<file path="src/shared/cfgwd_pkg.sv">
// Constants and types shared by the configuration word and watchdog block.
package cfgwd_pkg;

	// ****************************************************************
	// Register map
	// ****************************************************************
	localparam int unsigned ADDR_W = 8;
	localparam int unsigned DATA_W = 32;
	localparam logic [7:0] OFF_CONFIG_WORD0 = 8'h00;
	localparam logic [7:0] OFF_WDT_CONTROL  = 8'h04;
	localparam logic [7:0] OFF_WDT_STATUS   = 8'h08;
	localparam logic [7:0] OFF_IRQ_STATUS   = 8'h0C;
	localparam logic [7:0] OFF_IRQ_MASK     = 8'h10;

	// ****************************************************************
	// Configuration word 0 fields
	// ****************************************************************
	localparam int unsigned CODE_PROT_BIT = 28;
	localparam int unsigned BOOT_WP_BIT   = 24;
	localparam int unsigned PROG_WP_LSB   = 12;
	localparam int unsigned PROG_WP_W     = 8;
	localparam int unsigned DBG_CHAN_BIT  = 3;
	localparam int unsigned DEBUG_LSB     = 0;
	localparam int unsigned DEBUG_W       = 2;
	localparam logic [31:0] CFG0_RESET    = 32'h0000_0000;

	// ****************************************************************
	// Watchdog control, status and interrupt fields
	// ****************************************************************
	localparam int unsigned CTL_ENABLE_BIT = 0;
	localparam int unsigned CTL_CLEAR_BIT  = 1;
	localparam int unsigned CTL_PS_LSB     = 8;
	localparam int unsigned PS_SEL_W       = 5;
	localparam logic [4:0]  PS_SEL_RESET   = 5'h00;
	localparam logic        SW_EN_RESET    = 1'b0;
	localparam int unsigned STS_RUN_BIT    = 0;
	localparam int unsigned STS_CFGEN_BIT  = 1;
	localparam int unsigned STS_COUNT_LSB  = 16;
	localparam int unsigned IRQ_W          = 4;
	localparam int unsigned IRQ_WDT_RESET  = 0;
	localparam int unsigned IRQ_WDT_WAKE   = 1;
	localparam int unsigned IRQ_PROG_DENY  = 2;
	localparam int unsigned IRQ_BOOT_DENY  = 3;
	localparam logic [3:0]  IRQ_RESET      = 4'h0;

	// ****************************************************************
	// Watchdog timing
	// ****************************************************************
	localparam int unsigned WDT_PS_W       = 20;
	localparam logic [5:0]  WDT_PS_W6      = 6'h14;
	localparam logic [4:0]  WDT_PS_MAX_SEL = 5'h14;
	localparam int unsigned WDT_CNT_W      = 16;
	localparam logic [15:0] WDT_PERIOD_TICKS = 16'h03FF;

	typedef enum logic [1:0] {
		CFGWD_PH_LOAD = 2'b01,
		CFGWD_PH_RUN  = 2'b10
	} cfgwd_phase_e;

endpackage

</file>
<file path="src/shared/cfgwd_wdt_if.sv">
// Interface between the register side and the watchdog counter core.
`timescale 1ns/1ps
interface cfgwd_wdt_if;
	logic        run;
	logic        clear;
	logic        tick;
	logic [4:0]  ps_sel;
	logic [15:0] period;
	logic        timeout;
	logic [15:0] count;

	modport ctrl (output run, output clear, output tick, output ps_sel,
		output period, input timeout, input count);
	modport core (input run, input clear, input tick, input ps_sel,
		input period, output timeout, output count);
endinterface

</file>
<file path="src/hw/cfgwd_wdt_core.sv">
// Watchdog postscaler and time-out counter, advanced by oscillator ticks.
`timescale 1ns/1ps
module cfgwd_wdt_core
	import cfgwd_pkg::*;
(
	input  wire logic   i_mclk,
	input  wire logic   i_resetn,
	cfgwd_wdt_if.core   wdt
);

	typedef struct packed {
		logic [WDT_PS_W-1:0]  ps_cnt;
		logic [WDT_CNT_W-1:0] cnt;
		logic                 timeout;
	} cfgwd_core_s;

	cfgwd_core_s state;
	cfgwd_core_s next_state;
	logic [4:0]  sel_c;
	logic [5:0]  shift;
	logic [WDT_PS_W-1:0] ps_mask;

	// ****************************************************************
	// Counting
	// ****************************************************************
	always_comb
	begin
		next_state = state;
		next_state.timeout = 1'b0;
		sel_c = (wdt.ps_sel > WDT_PS_MAX_SEL) ? WDT_PS_MAX_SEL : wdt.ps_sel;
		shift = WDT_PS_W6 - {1'b0, sel_c};
		ps_mask = {WDT_PS_W{1'b1}} >> shift;
		if (!wdt.run || wdt.clear)
		begin
			next_state.ps_cnt = '0;
			next_state.cnt = '0;
		end
		else if (wdt.tick)
		begin
			if (state.ps_cnt == ps_mask)
			begin
				next_state.ps_cnt = '0;
				if (state.cnt == wdt.period)
				begin
					next_state.cnt = '0;
					next_state.timeout = 1'b1;
				end
				else
				begin
					next_state.cnt = state.cnt + 16'h0001;
				end
			end
			else
			begin
				next_state.ps_cnt = state.ps_cnt + 20'h00001;
			end
		end
	end

	always_ff @(posedge i_mclk or negedge i_resetn)
	begin
		if (!i_resetn)
			state <= '0;
		else
			state <= next_state;
	end

	assign wdt.timeout = state.timeout;
	assign wdt.count   = state.cnt;

endmodule

</file>
<file path="src/hw/cfgwd_top.sv">
// Configuration word 0 holder, flash access gating and watchdog timer.
//
// The address-and-strobe port and the placing of the registers were chosen for this implementation.
`timescale 1ns/1ps
module cfgwd_top
	import cfgwd_pkg::*;
#(
	parameter logic [15:0] P_WDT_PERIOD = WDT_PERIOD_TICKS
)
(
	input  wire logic              i_mclk,
	input  wire logic              i_resetn,
	input  wire logic [31:0]       i_cfg_word0,
	input  wire logic              i_cfg_wdt_enable,
	input  wire logic [ADDR_W-1:0] i_addr,
	input  wire logic [31:0]       i_wdata,
	input  wire logic              i_wr,
	input  wire logic              i_rd,
	output logic      [31:0]       o_rdata,
	input  wire logic              i_low_power_rc_oscillator_tick,
	input  wire logic              i_sleep,
	input  wire logic              i_idle,
	input  wire logic              i_ext_prog_req,
	output logic                   o_ext_prog_grant,
	input  wire logic              i_boot_wr_req,
	output logic                   o_boot_wr_grant,
	output logic      [PROG_WP_W-1:0] o_program_flash_write_protect,
	output logic                   o_debug_channel_select,
	output logic      [DEBUG_W-1:0] o_debug_mode,
	output logic                   o_device_reset,
	output logic                   o_wake,
	output logic                   o_irq
);

	// ****************************************************************
	// State
	// ****************************************************************
	typedef struct packed {
		cfgwd_phase_e    phase;
		logic [31:0]     cfg0;
		logic            cfg_wdt_en;
		logic            sw_en;
		logic [4:0]      ps_sel;
		logic            clear;
		logic [IRQ_W-1:0] irq_status;
		logic [IRQ_W-1:0] irq_mask;
		logic [31:0]     rdata;
		logic            prog_grant;
		logic            boot_grant;
		logic            dev_reset;
		logic            wake;
	} cfgwd_top_s;

	cfgwd_top_s state;
	cfgwd_top_s next_state;

	logic             wr_ctl;
	logic             wr_irq_status;
	logic             wr_irq_mask;
	logic             code_protect;
	logic             boot_flash_write_protect;
	logic             run;
	logic [IRQ_W-1:0] events;
	logic [IRQ_W-1:0] w1c;
	logic [31:0]      rd_value;

	cfgwd_wdt_if wdt_bus ();

	// ****************************************************************
	// Watchdog core
	// ****************************************************************
	cfgwd_wdt_core u_core (
		.i_mclk   (i_mclk),
		.i_resetn (i_resetn),
		.wdt      (wdt_bus)
	);

	// ****************************************************************
	// Decode and derived levels
	// ****************************************************************
	always_comb
	begin
		wr_ctl        = i_wr && (i_addr == OFF_WDT_CONTROL);
		wr_irq_status = i_wr && (i_addr == OFF_IRQ_STATUS);
		wr_irq_mask   = i_wr && (i_addr == OFF_IRQ_MASK);
	end

	// Until the word is loaded the reset value keeps both protections on.
	assign code_protect             = state.cfg0[CODE_PROT_BIT];
	assign boot_flash_write_protect = state.cfg0[BOOT_WP_BIT];

	// Configuration enable cannot be withdrawn by software.
	assign run = state.cfg_wdt_en || state.sw_en;

	assign wdt_bus.run    = run;
	assign wdt_bus.clear  = state.clear;
	assign wdt_bus.tick   = i_low_power_rc_oscillator_tick;
	assign wdt_bus.ps_sel = state.ps_sel;
	assign wdt_bus.period = P_WDT_PERIOD;

	// ****************************************************************
	// Events for the interrupt status
	// ****************************************************************
	always_comb
	begin
		events = '0;
		events[IRQ_WDT_RESET] = wdt_bus.timeout && !(i_sleep || i_idle);
		events[IRQ_WDT_WAKE]  = wdt_bus.timeout && (i_sleep || i_idle);
		events[IRQ_PROG_DENY] = i_ext_prog_req && !code_protect;
		events[IRQ_BOOT_DENY] = i_boot_wr_req && !boot_flash_write_protect;
		w1c = wr_irq_status ? i_wdata[IRQ_W-1:0] : '0;
	end

	// ****************************************************************
	// Read mux
	// ****************************************************************
	always_comb
	begin
		rd_value = 32'h0000_0000;
		unique case (i_addr)
			OFF_CONFIG_WORD0:
			begin
				rd_value = state.cfg0;
			end
			OFF_WDT_CONTROL:
			begin
				rd_value[CTL_ENABLE_BIT] = state.sw_en;
				rd_value[CTL_PS_LSB +: PS_SEL_W] = state.ps_sel;
			end
			OFF_WDT_STATUS:
			begin
				rd_value[STS_RUN_BIT] = run;
				rd_value[STS_CFGEN_BIT] = state.cfg_wdt_en;
				rd_value[STS_COUNT_LSB +: WDT_CNT_W] = wdt_bus.count;
			end
			OFF_IRQ_STATUS:
			begin
				rd_value[IRQ_W-1:0] = state.irq_status;
			end
			OFF_IRQ_MASK:
			begin
				rd_value[IRQ_W-1:0] = state.irq_mask;
			end
			default:
			begin
				rd_value = 32'h0000_0000;
			end
		endcase
	end

	// ****************************************************************
	// Next state
	// ****************************************************************
	always_comb
	begin
		next_state = state;
		next_state.clear      = 1'b0;
		next_state.prog_grant = 1'b0;
		next_state.boot_grant = 1'b0;
		next_state.dev_reset  = 1'b0;
		next_state.wake       = 1'b0;
		next_state.rdata      = 32'h0000_0000;

		// Configuration is captured once, right after reset release.
		// The reserved bits are kept as programmed; no check is made.
		unique case (state.phase)
			CFGWD_PH_LOAD:
			begin
				next_state.cfg0       = i_cfg_word0;
				next_state.cfg_wdt_en = i_cfg_wdt_enable;
				next_state.phase      = CFGWD_PH_RUN;
			end
			CFGWD_PH_RUN:
			begin
				next_state.phase = CFGWD_PH_RUN;
			end
			default:
			begin
				next_state.phase = CFGWD_PH_LOAD;
			end
		endcase

		if (i_rd)
		begin
			next_state.rdata = rd_value;
		end

		if (wr_ctl)
		begin
			next_state.sw_en  = i_wdata[CTL_ENABLE_BIT];
			next_state.ps_sel = i_wdata[CTL_PS_LSB +: PS_SEL_W];
			next_state.clear  = i_wdata[CTL_CLEAR_BIT];
		end

		if (wr_irq_mask)
		begin
			next_state.irq_mask = i_wdata[IRQ_W-1:0];
		end

		// A new event in the clearing cycle survives the clear.
		next_state.irq_status = (state.irq_status & ~w1c) | events;

		// Flash access answers are one-cycle grants after each permitted request.
		if (i_ext_prog_req && code_protect)
		begin
			next_state.prog_grant = 1'b1;
		end
		if (i_boot_wr_req && boot_flash_write_protect)
		begin
			next_state.boot_grant = 1'b1;
		end

		if (wdt_bus.timeout)
		begin
			if (i_sleep || i_idle)
			begin
				next_state.wake = 1'b1;
			end
			else
			begin
				next_state.dev_reset = 1'b1;
			end
		end
	end

	// ****************************************************************
	// Registers
	// ****************************************************************
	always_ff @(posedge i_mclk or negedge i_resetn)
	begin
		if (!i_resetn)
		begin
			state.phase      <= CFGWD_PH_LOAD;
			state.cfg0       <= CFG0_RESET;
			state.cfg_wdt_en <= 1'b0;
			state.sw_en      <= SW_EN_RESET;
			state.ps_sel     <= PS_SEL_RESET;
			state.clear      <= 1'b0;
			state.irq_status <= IRQ_RESET;
			state.irq_mask   <= IRQ_RESET;
			state.rdata      <= 32'h0000_0000;
			state.prog_grant <= 1'b0;
			state.boot_grant <= 1'b0;
			state.dev_reset  <= 1'b0;
			state.wake       <= 1'b0;
		end
		else
		begin
			state <= next_state;
		end
	end

	// ****************************************************************
	// Outputs
	// ****************************************************************
	assign o_rdata                       = state.rdata;
	assign o_ext_prog_grant              = state.prog_grant;
	assign o_boot_wr_grant               = state.boot_grant;
	assign o_program_flash_write_protect =
		state.cfg0[PROG_WP_LSB +: PROG_WP_W];
	assign o_debug_channel_select        = state.cfg0[DBG_CHAN_BIT];
	assign o_debug_mode                  = state.cfg0[DEBUG_LSB +: DEBUG_W];
	assign o_device_reset                = state.dev_reset;
	assign o_wake                        = state.wake;
	assign o_irq = |(state.irq_status & state.irq_mask);

endmodule

</file>
<file path="config.mk">
export PLATFORM = sky130hd
export DESIGN_NAME = cfgwd_top
export DESIGN_NICKNAME = d
export VERILOG_FILES = /design/src/shared/cfgwd_pkg.sv /design/src/shared/cfgwd_wdt_if.sv /design/src/hw/cfgwd_wdt_core.sv /design/src/hw/cfgwd_top.sv
export SDC_FILE = /design/constraint.sdc
export NUM_CORES = 1
export LEC_CHECK = 0
export BUFFER_PORTS_ARGS = -buffer_cell sky130_fd_sc_hd__buf_2
export CAP_MARGIN = 0
export CELL_PAD_IN_SITES_DETAIL_PLACEMENT = 1
export CELL_PAD_IN_SITES_GLOBAL_PLACEMENT = 2
export CORE_MARGIN = 5
export CORE_UTILIZATION = 31
export CTS_CLUSTER_DIAMETER = 30
export DETAILED_ROUTE_END_ITERATION = 8
export PLACE_DENSITY_LB_ADDON = 0.2
export SYNTH_ARGS = -nofsm -noshare
export SYNTH_HDL_FRONTEND = slang
export SYNTH_SLANG_ARGS = --single-unit
</file>
<file path="constraint.sdc">
create_clock -name i_mclk -period 3.9 [get_ports i_mclk]
set_input_delay 0.78 -clock i_mclk [delete_from_list [all_inputs] [get_ports i_mclk]]
set_output_delay 0.78 -clock i_mclk [all_outputs]
set_load 0.02 [all_outputs]
</file>
==> impl_results.md <==
* Status: finished, final reports clean
* Pin count of the biggest net entering global routing at 40
* Vias in the first global route at 6300
* Yosys top cell area share at 43.5%
* Layout Nets at 890
* CP Max Fanout at 5
* GPL Wtd Cong at 0.870
* Initial drt markers at 298
* Via/cell ratio at 5.42
* WS Path Type: register to register
* Initial antenna violation count at 0
* Worst setup SP type: register
* Hold/Removal Path Class: input pin to asynchronous set/reset pin
* Worst Setup SP: wdt_bus.ps_sel[3]
* Chip Height at 160 um
* Sequential Power Share at 40.5%
* Cell area after synthesis at 7020 um2
* Cts hold-fix bufs at 0
* Clock transition at path regs at 0.06 ns
* Slew Viols, Final at 0
* Final Hold Viols at 0
* Placed cell count at 1060
* Achievable Freq at 0.264 GHz
* Clk_lat worst skew at 0.41 ns
* Mean Syn Cell Area at 9.72 um2
* Full die area at 25800 um2
* Reg2reg end: u_core.state[19]
* Ranking of synthesized cells by area: dfrtp_1 (43%), mux2_2 (6.7%), buf_4 (4.5%)
* DR pass1 iterations at 5
* Max Root-Sink Buffers at 2
* Synth area leader: dfrtp_1
* Drt drc at 0
* WP data arrival at 4.08 ns
* Tot GR Track Use at 16.7%
* Area Growth Syn to Fin at 21.1%
* Die span in x at 160 um
* Most numerous cell in the Yosys netlist: dfrtp_1
* Core ar. at 22500 um2
* Net Switching at 0.000910 W
* Number of flops mapped to enable cells by yosys at 0
* Detailed Place HPWL at 15.3 mm
* H-tree levels at 4
* Wire per inst at 19.5 um
* Post-Syn Instances at 722
* Worst slew pin tran at 0.746 ns
* Clock group share of total power at 44.6%
* Sw Ratio at 27.8%
* Comb power frac at 14.9%
* P per Cell Area at 385 nW/um2
* Mapped Nets at 808
* Initial Util at 31.2%
* Clk_skew at 0.0127 ns
* Setup crit end kind: register
* Flops & latches, synth at 123
* Clock sinks at 123
* Leakage at 3.83 nW
* Filler cell count at 2583
* Diode count at 0
* Layout cells sized above 1 at 32.6%
* Sequential area share after synthesis at 43.9%
* Fin crit share at 97.3%
* IO buf count at 106
* Pre-CTS setup slack at -0.0770 ns
* P_int at 0.00236 W
* First-pass GRT wire length at 34.7 mm
* I/O pins at 130
* CTS tree: built
* FP Rows at 55
* Routed wire length at 21.5 mm
* Minimum clock period at 3.79 ns
* Most used DFF post-synth: dfrtp_1
* CTS Buf Count at 17
* Worst VDD drop at 0.000237 V
* Non-Filler Instances at 1102
* Setup Viol. Count Final at 0
* Synth warn at 0
* Share of flip-flops with an asynchronous set or reset at 100%
* Clk root buf: clkbuf_16
* FF-to-FF Start: wdt_bus.ps_sel[3]
* Reg2reg setup slack at 0.11 ns
* Setup ws final at 0.106 ns
* Netlist cell types at 70
* Via count at 5973
* WP data required at 4.18 ns
* GR Overflow Total at 0
* DRT antenna net count at 0
* Relative slew slack at 49.8%
* Post-synth top cells: dfrtp_1 (122), nand2_1 (52), buf_4 (42), mux2_2 (42), o21ai_0 (30)
* Max-capacitance violation count at 0
* Reg2Reg Depth at 13
-- layout make-up --
class / count / area (um2) / area share (%)
clock buffer: 20 / 457 / 5.37
clock inverter: 12 / 93.8 / 1.10
timing repair buffer: 150 / 953 / 11.2
inverter: 20 / 75.1 / 0.883
sequential: 123 / 3080 / 36.2
multi-input combinational: 492 / 3490 / 41.0
tap: 285 / 357 / 4.19
-- worst max-delay path, stage by stage (launching register included) --
cell,delay [ns]
dfrtp_1,0.39
o21ai_2,0.22
nand2_2,0.09
ha_4,0.22
or4_1,0.44
a211oi_2,0.27
o31ai_1,0.13
a221o_1,0.37
or4_1,0.40
or4b_4,0.56
buf_8,0.17
buf_4,0.14
a31oi_4,0.17
mux2i_1,0.09
-- layout by cell type, fill, tap and decap left out, types with 7 or more instances in the layout --
cell,n
a21o_1,20
a21oi_1,23
a22o_1,22
a31oi_1,12
and2_1,18
and3_1,14
buf_2,105
buf_4,39
clkbuf_16,18
dfrtp_1,122
inv_1,20
mux2_2,42
nand2_1,50
nand2b_1,20
nand3_1,27
nand4_1,13
nor2_1,23
nor2b_1,10
nor3_1,15
nor4_1,10
o21a_1,7
o21ai_0,28
or2_2,11
-- power by group through the flow --
stage	clock network (W)	registers, W	logic, W
2_1_floorplan	0	0.00134	0.000264
3_3_place_gp	0	0.00135	0.000416
3_5_place_dp	0	0.00135	0.000429
4_1_cts	0.00152	0.00132	0.000463
5_1_grt	0.00157	0.00133	0.000532
6_report	0.00146	0.00132	0.000489
-- cells by family (layout without fill, tap and decap cells) --
| family | Yosys count | count (layout) | share of synthesized area (%) |
|---|---|---|---|
| flip-flops | 123 | 123 | 43.9 |
| adder cells (fa/ha/maj) | 4 | 4 | 0.713 |
| multiplexers | 48 | 48 | 7.59 |
| AO/OA/AOI/OAI | 182 | 182 | 18.5 |
| buffers and inverters | 107 | 202 | 8.63 |
| XOR/XNOR | 7 | 7 | 0.873 |
| AND/OR/NAND/NOR | 251 | 251 | 19.9 |
-- metal layers --
| layer | wire (um) | track usage, % |
|---|---|---|
| met5 | 0 | 0 |
| met4 | 267 | 4.89 |
| met3 | 813 | 3.39 |
| met2 | 10700 | 28.6 |
| met1 | 9710 | 21.5 |
-- timing repair --
| action | in CTS | in global routing |
|---|---|---|
| setup buffers | 5 | 2 |
| endpoints found under the setup margin | 18 | 20 |
| gates cloned | 2 | 1 |
| resized for setup | 14 | 15 |
| pin swaps | 7 | 8 |
-- how the worst max path moves through the flow --
stage,to,slack (ns),depth (start not counted)
floorplan,u_core.state[25],0.05,14
global route,u_core.state[19],-0.04,13
global placement,u_core.state[31],0.05,14
finish,u_core.state[19],0.11,13
CTS,u_core.state[31],0.007,14
detailed placement,u_core.state[31],-0.08,14
-- registers in the layout (all words and copies together) (netlist names), 2 cells and up --
register                       count
u_core.wdt.count                  16
o_debug_mode                       2
u_core.state                      20
wdt_bus.ps_sel                     5
o_rdata                           32
state                             31
o_program_flash_write_protect      8
-- metrics by stage --
step / power, W / util, % / hold WS (ns) / cell area (um2) / setup TNS, ns
6_report: 0.00327 / 37.8 / 0.298 / 8500 / 0
5_1_grt: 0.00343 / 37.8 / 0.316 / 8500 / -0.157
4_1_cts: 0.00330 / 37.2 / 0.296 / 8380 / 0
3_5_place_dp: 0.00178 / 34.1 / 0.477 / 7680 / -0.581
3_3_place_gp: 0.00176 / 34.1 / 0.455 / 7680 / 0
2_1_floorplan: 0.00161 / - / 0.449 / 7020 / 0
No activity file was read; power rests on OpenSTA's default activity.
